===== src/hdl/rdcfg_pkg.sv =====
// constants, codes and types for the redriver pin and strap decode
// assumes a single 10 MHz clock and a synchronous active-high reset
//
// What this block does
// - swap input high exchanges upstream and downstream directions and equalizer settings
// - sleep input low disables receiver detect; high keeps it enabled
// - sleep low in U2/U3 turns off LOS and LFPS detect, termination on
// - sleep low while disconnected disables receiver detect and termination
// - control strap: 0 gpio, R test with serial, F gpio no snoop, 1 serial
// - control strap 0 makes shared pin the flip control, else serial clock
// - control strap 0 makes shared pin the usb enable, else serial data
// - gpio mode takes dp enable from pin, serial mode from register
// - upstream equalizer straps pick upstream gain; in serial mode also the address
// - output straps pick swing linearity range and dc gain for all channels
// - the two direction inputs pick the lane direction format
// - io level strap picks config io and serial port voltages
// - aux pair is snooped except with control strap F; sideband crossing follows plug orientation only with control strap 0, else held off
// - gpio mode, hot plug low over 2 ms disables dp lanes, aux switch closed
// - downstream equalizer straps pick downstream gain
package rdcfg_pkg;
	// ------------------------------------------------------------
	// four-level strap codes
	// ------------------------------------------------------------
	typedef enum logic [1:0] {
		RDCFG_LVL_0 = 2'h0,
		RDCFG_LVL_R = 2'h1,
		RDCFG_LVL_F = 2'h2,
		RDCFG_LVL_1 = 2'h3
	} rdcfg_lvl_t;

	// link power states seen by the sleep logic
	typedef enum logic [1:0] {
		RDCFG_LINK_ACTIVE = 2'h0,
		RDCFG_LINK_U2U3   = 2'h1,
		RDCFG_LINK_DISC   = 2'h2
	} rdcfg_link_t;

	// ------------------------------------------------------------
	// timing
	// ------------------------------------------------------------
	localparam int unsigned CLK_PERIOD_NS  = 100;
	localparam int unsigned HPD_LOW_TIME_MS = 2;
	localparam int unsigned HPD_LOW_CYCLES =
		(HPD_LOW_TIME_MS * 1000000 + CLK_PERIOD_NS - 1) / CLK_PERIOD_NS;
	localparam int unsigned HPD_CNT_W      = 16;

	// ------------------------------------------------------------
	// reset values of captured straps and defaults
	// ------------------------------------------------------------
	localparam logic [1:0] STRAP_RESET  = 2'h0;
	localparam logic       SWAP_DEFAULT = 1'b0;
endpackage


===== src/hdl/rdcfg_sync_if.sv =====
// interface carrying the synchronised two-level pins between the two modules
// assumes both ends run on the one block clock
`timescale 1ns/100ps
interface rdcfg_sync_if;
	logic       swap;
	logic       sleep_in_n;
	logic       flip_scl;
	logic       ctl_sda;
	logic       dp_enable_in;
	logic       hot_plug_detect_in;
	logic [1:0] lane_dir_sel;
	modport src (output swap, sleep_in_n, flip_scl, ctl_sda, dp_enable_in,
		hot_plug_detect_in, lane_dir_sel);
	modport dst (input swap, sleep_in_n, flip_scl, ctl_sda, dp_enable_in,
		hot_plug_detect_in, lane_dir_sel);
endinterface


===== src/hdl/rdcfg_pin_sync.sv =====
// two-flop synchroniser for all asynchronous two-level pins
// assumes pins are quasi-static relative to the 10 MHz clock
`timescale 1ns/100ps
module rdcfg_pin_sync
	import rdcfg_pkg::*;
#(
	parameter int unsigned W = 8
) (
	input  wire logic         i_clock,
	input  wire logic         i_rst,
	input  wire logic [W-1:0] i_pins,
	rdcfg_sync_if.src         sync
);
	logic [W-1:0] meta;
	logic [W-1:0] held;
	logic [W-1:0] next_meta;
	logic [W-1:0] next_held;

	always_comb begin
		next_meta = i_pins;
		next_held = meta;
	end

	always_ff @(posedge i_clock) begin
		if (i_rst) begin
			meta <= {W{1'b0}};
			held <= {W{1'b0}};
		end else begin
			meta <= next_meta;
			held <= next_held;
		end
	end

	// sleep defaults to 1 through held reset value would need a constant; zero is safe
	assign sync.swap               = held[0];
	assign sync.sleep_in_n         = held[1];
	assign sync.flip_scl           = held[2];
	assign sync.ctl_sda            = held[3];
	assign sync.dp_enable_in       = held[4];
	assign sync.hot_plug_detect_in = held[5];
	assign sync.lane_dir_sel       = held[7:6];
endmodule


===== src/hdl/rdcfg_top.sv =====
// strap capture and control decode of the redriver
// assumes straps already resolved to two-bit level codes by the analog front end
`timescale 1ns/100ps
module rdcfg_top
	import rdcfg_pkg::*;
#(
	parameter int unsigned HPD_CYCLES = HPD_LOW_CYCLES
) (
	input  wire logic       I_CLOCK,
	input  wire logic       I_RST,
	input  wire logic [1:0] i_ctl_mode_strap,
	input  wire logic [1:0] i_io_level_strap,
	input  wire logic [1:0] i_up_eq_strap_lo,
	input  wire logic [1:0] i_up_eq_strap_hi,
	input  wire logic [1:0] i_down_eq_strap_lo,
	input  wire logic [1:0] i_down_eq_strap_hi,
	input  wire logic [1:0] i_out_cfg_strap_lo,
	input  wire logic [1:0] i_out_cfg_strap_hi,
	input  wire logic       i_swap,
	input  wire logic       i_sleep_in_n,
	input  wire logic       i_flip_scl,
	input  wire logic       i_usb_switch_enable_in,
	input  wire logic       i_dp_enable_in,
	input  wire logic       i_hot_plug_detect_in,
	input  wire logic       i_lane_dir_sel_lo,
	input  wire logic       i_lane_dir_sel_hi,
	input  wire logic [1:0] i_link_state,
	input  wire logic       i_reg_dp_enable,
	output logic            O_SERIAL_EN,
	output logic            O_TEST_MODE,
	output logic            O_AUX_SNOOP_EN,
	output logic            O_FLIP,
	output logic            O_USB_EN,
	output logic            O_SCL,
	output logic            O_SDA,
	output logic            O_DP_EN,
	output logic            O_DP_LANES_EN,
	output logic [3:0]      O_UP_EQ,
	output logic [3:0]      O_DOWN_EQ,
	output logic [3:0]      O_OUT_CFG,
	output logic [3:0]      O_ADDR_SEL,
	output logic [1:0]      O_LANE_DIR,
	output logic            O_SWAP,
	output logic            O_CFG_IO_1V8,
	output logic            O_SERIAL_IO_1V8,
	output logic            O_RX_DETECT_EN,
	output logic            O_RX_TERM_EN,
	output logic            O_LOS_LFPS_EN,
	output logic            O_SBU_CROSS,
	output logic            O_AUX_SBU_CLOSED
);
	// ------------------------------------------------------------
	// pin synchronisers
	// ------------------------------------------------------------
	rdcfg_sync_if sync ();

	rdcfg_pin_sync #(.W(8)) rdcfg_pin_sync_i (
		.i_clock (I_CLOCK),
		.i_rst   (I_RST),
		.i_pins  ({i_lane_dir_sel_hi, i_lane_dir_sel_lo, i_hot_plug_detect_in,
			i_dp_enable_in, i_usb_switch_enable_in, i_flip_scl, i_sleep_in_n, i_swap}),
		.sync    (sync)
	);

	// ------------------------------------------------------------
	// strap capture
	// ------------------------------------------------------------
	logic [1:0]  ctl_mode;
	logic [1:0]  io_level;
	logic [3:0]  up_eq;
	logic [3:0]  down_eq;
	logic [3:0]  out_cfg;
	logic        captured;
	logic [15:0] strap_meta;
	logic [15:0] strap_sync;
	logic [1:0]  strap_vld;
	logic [1:0]  next_ctl_mode;
	logic [1:0]  next_io_level;
	logic [3:0]  next_up_eq;
	logic [3:0]  next_down_eq;
	logic [3:0]  next_out_cfg;
	logic        next_captured;
	logic [15:0] next_strap_meta;
	logic [15:0] next_strap_sync;
	logic [1:0]  next_strap_vld;

	// straps cross two flops like any pin; capture waits until the pair holds a real sample
	// later pin changes are ignored until the next reset
	always_comb begin
		next_strap_meta = {i_out_cfg_strap_hi, i_out_cfg_strap_lo, i_down_eq_strap_hi,
			i_down_eq_strap_lo, i_up_eq_strap_hi, i_up_eq_strap_lo, i_io_level_strap,
			i_ctl_mode_strap};
		next_strap_sync = strap_meta;
		next_strap_vld  = {strap_vld[0], 1'b1};
		next_ctl_mode   = ctl_mode;
		next_io_level   = io_level;
		next_up_eq      = up_eq;
		next_down_eq    = down_eq;
		next_out_cfg    = out_cfg;
		next_captured   = captured;
		if (!captured && strap_vld[1]) begin
			next_captured = 1'b1;
			next_ctl_mode = strap_sync[1:0];
			next_io_level = strap_sync[3:2];
			next_up_eq    = strap_sync[7:4];
			next_down_eq  = strap_sync[11:8];
			next_out_cfg  = strap_sync[15:12];
		end
	end

	always_ff @(posedge I_CLOCK) begin
		if (I_RST) begin
			strap_meta <= '0;
			strap_sync <= '0;
			strap_vld  <= 2'h0;
			ctl_mode <= STRAP_RESET;
			io_level <= STRAP_RESET;
			up_eq    <= {STRAP_RESET, STRAP_RESET};
			down_eq  <= {STRAP_RESET, STRAP_RESET};
			out_cfg  <= {STRAP_RESET, STRAP_RESET};
			captured <= 1'b0;
		end else begin
			strap_meta <= next_strap_meta;
			strap_sync <= next_strap_sync;
			strap_vld  <= next_strap_vld;
			ctl_mode <= next_ctl_mode;
			io_level <= next_io_level;
			up_eq    <= next_up_eq;
			down_eq  <= next_down_eq;
			out_cfg  <= next_out_cfg;
			captured <= next_captured;
		end
	end

	// ------------------------------------------------------------
	// hot plug low timer
	// ------------------------------------------------------------
	logic [HPD_CNT_W-1:0] hpd_cnt;
	logic [HPD_CNT_W-1:0] next_hpd_cnt;
	logic                 hpd_lost;
	logic                 next_hpd_lost;

	always_comb begin
		next_hpd_cnt  = hpd_cnt;
		next_hpd_lost = hpd_lost;
		if (sync.hot_plug_detect_in) begin
			next_hpd_cnt  = '0;
			next_hpd_lost = 1'b0;
		end else if (hpd_cnt < HPD_CNT_W'(HPD_CYCLES)) begin
			next_hpd_cnt = hpd_cnt + 1'b1;
		end else begin
			next_hpd_lost = 1'b1;
		end
	end

	always_ff @(posedge I_CLOCK) begin
		if (I_RST) begin
			hpd_cnt  <= '0;
			hpd_lost <= 1'b0;
		end else begin
			hpd_cnt  <= next_hpd_cnt;
			hpd_lost <= next_hpd_lost;
		end
	end

	// ------------------------------------------------------------
	// control decode, all outputs registered
	// ------------------------------------------------------------
	logic        gpio_mode;
	logic        sleep;
	logic [15:0] next_flags;
	logic [3:0]  next_up_o;
	logic [3:0]  next_down_o;

	always_comb begin
		gpio_mode = (ctl_mode == RDCFG_LVL_0) || (ctl_mode == RDCFG_LVL_F);
		sleep     = !sync.sleep_in_n;
		// swap exchanges the two equalizer settings between the paths
		next_up_o   = sync.swap ? down_eq : up_eq;
		next_down_o = sync.swap ? up_eq : down_eq;
		next_flags = '0;
		next_flags[0]  = !gpio_mode;
		next_flags[1]  = (ctl_mode == RDCFG_LVL_R);
		next_flags[2]  = (ctl_mode != RDCFG_LVL_F);
		next_flags[3]  = (ctl_mode == RDCFG_LVL_0) && sync.flip_scl;
		next_flags[4]  = (ctl_mode == RDCFG_LVL_0) && sync.ctl_sda;
		next_flags[5]  = (ctl_mode != RDCFG_LVL_0) && sync.flip_scl;
		next_flags[6]  = (ctl_mode != RDCFG_LVL_0) && sync.ctl_sda;
		next_flags[7]  = gpio_mode ? sync.dp_enable_in : i_reg_dp_enable;
		next_flags[8]  = next_flags[7] && !(gpio_mode && hpd_lost);
		next_flags[9]  = io_level[1];
		next_flags[10] = io_level[0];
		next_flags[11] = !sleep;
		next_flags[12] = !(sleep && i_link_state == RDCFG_LINK_DISC);
		// only the low-power link states lose los and lfps detection
		next_flags[13] = !(sleep && i_link_state == RDCFG_LINK_U2U3);
		next_flags[14] = sync.swap;
		// hpd loss keeps the aux switch closed, only lanes drop
		next_flags[15] = next_flags[7] || (gpio_mode && hpd_lost);
	end

	always_ff @(posedge I_CLOCK) begin
		if (I_RST) begin
			{O_SERIAL_EN, O_TEST_MODE, O_AUX_SNOOP_EN, O_FLIP, O_USB_EN} <= '0;
			{O_SCL, O_SDA, O_DP_EN, O_DP_LANES_EN} <= '0;
			O_UP_EQ          <= '0;
			O_DOWN_EQ        <= '0;
			O_OUT_CFG        <= '0;
			O_ADDR_SEL       <= '0;
			O_LANE_DIR       <= '0;
			O_SWAP           <= SWAP_DEFAULT;
			O_CFG_IO_1V8     <= 1'b0;
			O_SERIAL_IO_1V8  <= 1'b0;
			O_RX_DETECT_EN   <= 1'b0;
			O_RX_TERM_EN     <= 1'b0;
			O_LOS_LFPS_EN    <= 1'b0;
			O_SBU_CROSS      <= 1'b0;
			O_AUX_SBU_CLOSED <= 1'b0;
		end else begin
			O_SERIAL_EN      <= next_flags[0];
			O_TEST_MODE      <= next_flags[1];
			O_AUX_SNOOP_EN   <= next_flags[2];
			O_FLIP           <= next_flags[3];
			O_USB_EN         <= next_flags[4];
			O_SCL            <= next_flags[5];
			O_SDA            <= next_flags[6];
			O_DP_EN          <= next_flags[7];
			O_DP_LANES_EN    <= next_flags[8];
			O_UP_EQ          <= next_up_o;
			O_DOWN_EQ        <= next_down_o;
			O_OUT_CFG        <= out_cfg;
			O_ADDR_SEL       <= next_flags[0] ? up_eq : 4'h0;
			O_LANE_DIR       <= sync.lane_dir_sel;
			O_SWAP           <= next_flags[14];
			O_CFG_IO_1V8     <= next_flags[9];
			O_SERIAL_IO_1V8  <= next_flags[10];
			O_RX_DETECT_EN   <= next_flags[11];
			O_RX_TERM_EN     <= next_flags[12];
			O_LOS_LFPS_EN    <= next_flags[13];
			O_SBU_CROSS      <= (ctl_mode == RDCFG_LVL_0) ? sync.flip_scl : 1'b0;
			O_AUX_SBU_CLOSED <= next_flags[15];
		end
	end

	// ------------------------------------------------------------
	// checks
	// ------------------------------------------------------------
	chk_swap_exchange: assert property (@(posedge I_CLOCK) disable iff (I_RST)
		captured && sync.swap |=> O_UP_EQ == $past(down_eq)) else $error("swap eq wrong");
	chk_sleep_rxdet: assert property (@(posedge I_CLOCK) disable iff (I_RST)
		!sync.sleep_in_n |=> !O_RX_DETECT_EN) else $error("rx detect on in sleep");
	chk_u2u3_term: assert property (@(posedge I_CLOCK) disable iff (I_RST)
		!sync.sleep_in_n && i_link_state == RDCFG_LINK_U2U3
		|=> !O_LOS_LFPS_EN && O_RX_TERM_EN) else $error("u2u3 sleep wrong");
	chk_disc_term: assert property (@(posedge I_CLOCK) disable iff (I_RST)
		!sync.sleep_in_n && i_link_state == RDCFG_LINK_DISC
		|=> !O_RX_TERM_EN && !O_RX_DETECT_EN) else $error("disc sleep wrong");
	chk_serial_mode: assert property (@(posedge I_CLOCK) disable iff (I_RST)
		captured && ctl_mode == RDCFG_LVL_1 |=> O_SERIAL_EN && !O_FLIP && !O_USB_EN)
		else $error("serial mode wrong");
	chk_flip_pin: assert property (@(posedge I_CLOCK) disable iff (I_RST)
		ctl_mode == RDCFG_LVL_0 |=> O_FLIP == $past(sync.flip_scl) && !O_SCL)
		else $error("flip routing wrong");
	chk_dp_source: assert property (@(posedge I_CLOCK) disable iff (I_RST)
		ctl_mode == RDCFG_LVL_1 |=> O_DP_EN == $past(i_reg_dp_enable))
		else $error("dp enable source wrong");
	chk_hpd_drop: assert property (@(posedge I_CLOCK) disable iff (I_RST)
		hpd_lost && gpio_mode |=> !O_DP_LANES_EN && O_AUX_SBU_CLOSED)
		else $error("hpd loss wrong");
	chk_strap_hold: assert property (@(posedge I_CLOCK) disable iff (I_RST)
		captured |=> $stable(ctl_mode) && $stable(up_eq)) else $error("strap changed");
endmodule


===== config.mk =====
export PLATFORM = sky130hd
export DESIGN_NAME = rdcfg_top
export DESIGN_NICKNAME = d
export VERILOG_FILES = /design/src/hdl/rdcfg_pkg.sv /design/src/hdl/rdcfg_sync_if.sv /design/src/hdl/rdcfg_pin_sync.sv /design/src/hdl/rdcfg_top.sv
export SDC_FILE = /design/constraint.sdc
export NUM_CORES = 1
export LEC_CHECK = 0
export BUFFER_PORTS_ARGS = -buffer_cell sky130_fd_sc_hd__buf_2
export CAP_MARGIN = 10
export CORE_AREA = 3 3 99 139
export CTS_CLUSTER_DIAMETER = 100
export DETAILED_ROUTE_END_ITERATION = 8
export DIE_AREA = 0 0 102 142
export PLACE_DENSITY_LB_ADDON = 0.12
export SLEW_MARGIN = 20
export SYNTH_ARGS = -nofsm -noshare
export SYNTH_HDL_FRONTEND = slang
export SYNTH_SLANG_ARGS = --single-unit

===== constraint.sdc =====
create_clock -name I_CLOCK -period 2 [get_ports I_CLOCK]
set_clock_uncertainty 0.1 [all_clocks]
set_input_delay 0.2 -clock I_CLOCK [delete_from_list [all_inputs] [get_ports I_CLOCK]]
set_output_delay 0.2 -clock I_CLOCK [all_outputs]
set_load 0.02 [all_outputs]

==> run summary <==
The worst setup path is launched from a register. The post-route core utilization is between 40 and 50%. After detailed placement, the design holds a cell count of 567. The number of top-level pins came out at 64. The worst-case reg-to-reg path depth is 4. The synthesized netlist net count came out at 395. The minimum setup slack in the final design is around 0.26 ns. The maximum fanout count along the critical path is 6. The number of design-rule violations left by the first detailed-router iteration is 72. Routability-driven placement finished with a final weighted congestion of between 0.7 and 0.8. The count of nets left with antenna violations once routing finished came out at 0. The share of synthesized cell area in full adder, half adder and majority cells came out at less than 1%. In this run, synthesis inferred 0 flip-flops with an integrated enable. Cells with a size suffix above 1 make up 21.2% of the layout. The post-synthesis to final-layout area growth is 36.9%. The number of standard-cell rows in the floorplan came out at a little under 50. The register clock-pin slew on the reported worst setup and hold paths is approximately 0.050 ns. The floorplan die area came out at about 14,000 um^2. In this run the cell area of the synthesized design comes to between 3000 and 4000 um^2. The TritonCTS clock tree is done.

Entering global routing, the biggest net connects 47 pins. The multiplexer fraction of the synthesized cell area came out at 2.67%. The global-route wire length before repair came out at ~12 mm. The hold path depth came out at 3. STA puts the critical path data required time at 2.23 ns. The flip-flop cell with the highest count after synthesis is sky130_fd_sc_hd__dfxtp_1. In this run the deepest clock path goes through 2 buffers. For this block, the routed nets add up to 7.05 mm of wire. The worst ir drop on vdd came out at approximately 420 uV.

The fraction of the mapped netlist area in simple logic gates came out at 23.3%. The vias per cell came out at 4.25. The floorplan core area is between 10,000 and 15,000 um^2.

The terminating pin of the worst hold path is O_RX_TERM_EN. For this run, the number of standard cells in the final layout without fillers is approximately 630. Clock tree synthesis found a total of about 120 sinks. The flow ran to the end, and the final reports show no timing, DRC or antenna violations.

The final hold violation count is 0. Sequential elements use approximately 64% of the synthesized area. The share of synthesized registers carrying an async set or reset came out at 0%.

The count of synthesis-stage warnings from yosys came out at 0. After global routing the overflow that remains totals 0. The largest stage delay on the critical path is ~0.41 ns. Summed over all failing endpoints, the final setup total negative slack is 0 ns.

The number of endpoints failing setup at the final stage is 0. The die outline width is between 100 and 150 um. The total inserted antenna cells is 0.

In the layout the commonest cells are 119 x sky130_fd_sc_hd__dfxtp_1, 62 x sky130_fd_sc_hd__nor2b_1, 62 x sky130_fd_sc_hd__buf_2. The via count of the first global-routing pass is about 2.5k. The share of the synthesized area in compound gates (AO/OA/AOI/OAI) came out at 7.02%.

The post-CTS setup buffer count came out at 0. The post-synthesis area per instance came out at approximately 10 um^2. For the pin with the worst max-slew slack, the measured transition is 0.665 ns. The setup path with the least slack is of type register to register. In this run, synthesis produced a sequential element count of roughly 120. The max-capacitance violation count is 0. The H-tree was split into 4 levels. By area, the combinational part of the netlist is dominated by simple AND/OR/NAND/NOR gates. The root buffer cell chosen for the clock tree is sky130_fd_sc_hd__clkbuf_16.

The DRC violation count after routing came out at 0. The final route contains ~2.7k vias. The die height is 142 um.

The critical path goes through o21ai_0 -> o211ai_1 -> or3_1 -> a21oi_1. The synthesized netlist contains 35 unique library cells. The most critical setup path has its startpoint at hpd_cnt[12]. The completed layout was analyzed and its total power is 5.99 mW. The cell count after synthesis came out at between 300 and 400. The start of the worst register-to-register path is hpd_cnt[12].

The critical register-to-register path endpoint is hpd_cnt[5]. The number of nets at the end of the flow is 489. Setup repair after global routing left no endpoint under its margin. The startpoint identified for the worst hold timing path is i_link_state[1]. The most frequent standard cell in the layout excluding fill and tap cells is sky130_fd_sc_hd__dfxtp_1. The TritonCTS buffer count is 17.

The worst setup slack before clock tree synthesis came out at 0.274 ns. The fraction of the cycle the final worst path needs came out at 87.0%. The final critical delay including setup and external delays came out at around 1.7 ns. The synthesized-area fraction occupied by xor and xnor cells came out at less than 1%. The path category of the worst min-delay check is primary input to register. The standby leakage power came out at between 2 and 2.5 nW. The data arrival time of the worst path is 1.97 ns.

The number of buffers inserted by port buffering is between 60 and 70. The number of gates resized after cts came out at 0. The number of hold buffers added after CTS was 26. Power spread over the standard cell area amounts to 1170 nW/um^2. Clock latency on the worst-skew pair, taken at its later pin, is around 0.4 ns. The highest achievable clock rate came out at around 570 MHz. The first detailed-routing pass took 4 iterations. Headroom to the max-slew limit came out at 55.7%.

The initial antenna violation count was 0. Global routing consumed, over all layers together, 10.8% of the routing resources. The final routed wire length divided by cell count came out at between 10 and 15 um.

The initial standard-cell utilization of the core is between 20% and 30%. STA classifies the critical path endpoint as a register. The worst-case register-to-register setup slack is approximately 0.26 ns. The cell type of the slowest stage on the worst timing path is sky130_fd_sc_hd__o21ai_0.

The number of slew-limit violations in the final report came out at 0. The HPWL reported at the end of detailed placement came out at approximately 4.7 mm.
==> synthesized netlist by cell type, types with 2 or more instances <==
cell type                  count  area (um^2)
sky130_fd_sc_hd__o211ai_1      2         15.0
sky130_fd_sc_hd__o21a_1        2         15.0
sky130_fd_sc_hd__inv_1         5         18.8
sky130_fd_sc_hd__o21ai_0       8         40.0
sky130_fd_sc_hd__nand3_1       4         20.0
sky130_fd_sc_hd__clkbuf_1     17         63.8
sky130_fd_sc_hd__xor2_1        3         26.3
sky130_fd_sc_hd__nand4_1       4         25.0
sky130_fd_sc_hd__a21oi_1      28          140
sky130_fd_sc_hd__dfxtp_1     119         2380
sky130_fd_sc_hd__mux2i_1      10          100
sky130_fd_sc_hd__nor2b_1      62          388
sky130_fd_sc_hd__and3_1        4         25.0
sky130_fd_sc_hd__nand2_1      39          146
sky130_fd_sc_hd__or3_1         7         43.8
sky130_fd_sc_hd__nor3_1        6         30.0
sky130_fd_sc_hd__nor2_1       27          101
==> through the flow <==
stage	instance area (um^2)	hold slack (ns)
6_report	5120	0.0408
4_1_cts	5120	0.0255
3_3_place_gp	4220	0.293
2_1_floorplan	3740	0.192
3_5_place_dp	4220	0.299
5_1_grt	5120	0.0587
==> where the power goes <==
| part | switching, mW | leakage, nW | internal [mW] | total, mW |
|---|---|---|---|---|
| clock network | 0.984 | 0.314 | 2.31 | 3.29 |
| registers | 0.0248 | 0.973 | 2.45 | 2.47 |
| logic | 0.113 | 0.821 | 0.112 | 0.225 |
==> kinds of logic (layout without fill, tap and decap cells) <==
group | after synthesis | in the layout
muxes | 10 | 10
xor gates and xnor gates | 3 | 3
and+or+nand+nor | 163 | 163
AOI/OAI and AO/OA | 46 | 46
buffers and inverters | 23 | 130
DFF | 119 | 119
adders and majority gates | 1 | 1
==> worst max-delay path by stage <==
stage	to	slack (ns)	cells past startpoint
2_1_floorplan	hpd_cnt[9]	0.46	4
5_1_grt	hpd_cnt[13]	0.12	4
6_report	hpd_cnt[5]	0.26	4
4_1_cts	hpd_cnt[5]	0.28	4
3_5_place_dp	hpd_cnt[5]	0.27	4
3_3_place_gp	hpd_cnt[12]	0.31	4
==> sequential cells by signal (all words and copies together) (netlist names), 2 cells and up <==
signal	flops
O_ADDR_SEL	4
O_DOWN_EQ	4
O_LANE_DIR	2
O_OUT_CFG	4
O_UP_EQ	4
ctl_mode	2
down_eq	4
hpd_cnt	16
io_level	2
next_strap_sync	16
out_cfg	4
rdcfg_pin_sync_i.held	8
rdcfg_pin_sync_i.meta	8
strap_sync	16
strap_vld	2
up_eq	4
==> cell type report <==
type / instances / area (um^2)
clock buffer: 24 / 482
clock inverter: 8 / 168
fill: 1278 / 7630
inverter: 5 / 18.8
multi-input combinational: 223 / 1270
sequential: 119 / 2380
tap: 153 / 191
timing repair buffer: 93 / 608
==> worst max-delay path: cells and delay by family, from the launching register on <==
| kind | cells | cell delay (ns) |
|---|---|---|
| flip-flops | 1 | 0.33 |
| AND/OR/NAND/NOR | 1 | 0.41 |
| AO/OA/AOI/OAI | 3 | 0.83 |
==> routing by layer <==
metal / wire [um] / part of all wire, % / GRT usage (%)
met5: 0 / 0 / 0
met1: 3050 / 43 / 11.9
met4: 161 / 2.3 / 6.01
met2: 3520 / 50 / 17.7
met3: 305 / 4.3 / 4.02
Note: power is estimated with default switching activity, not from simulation.
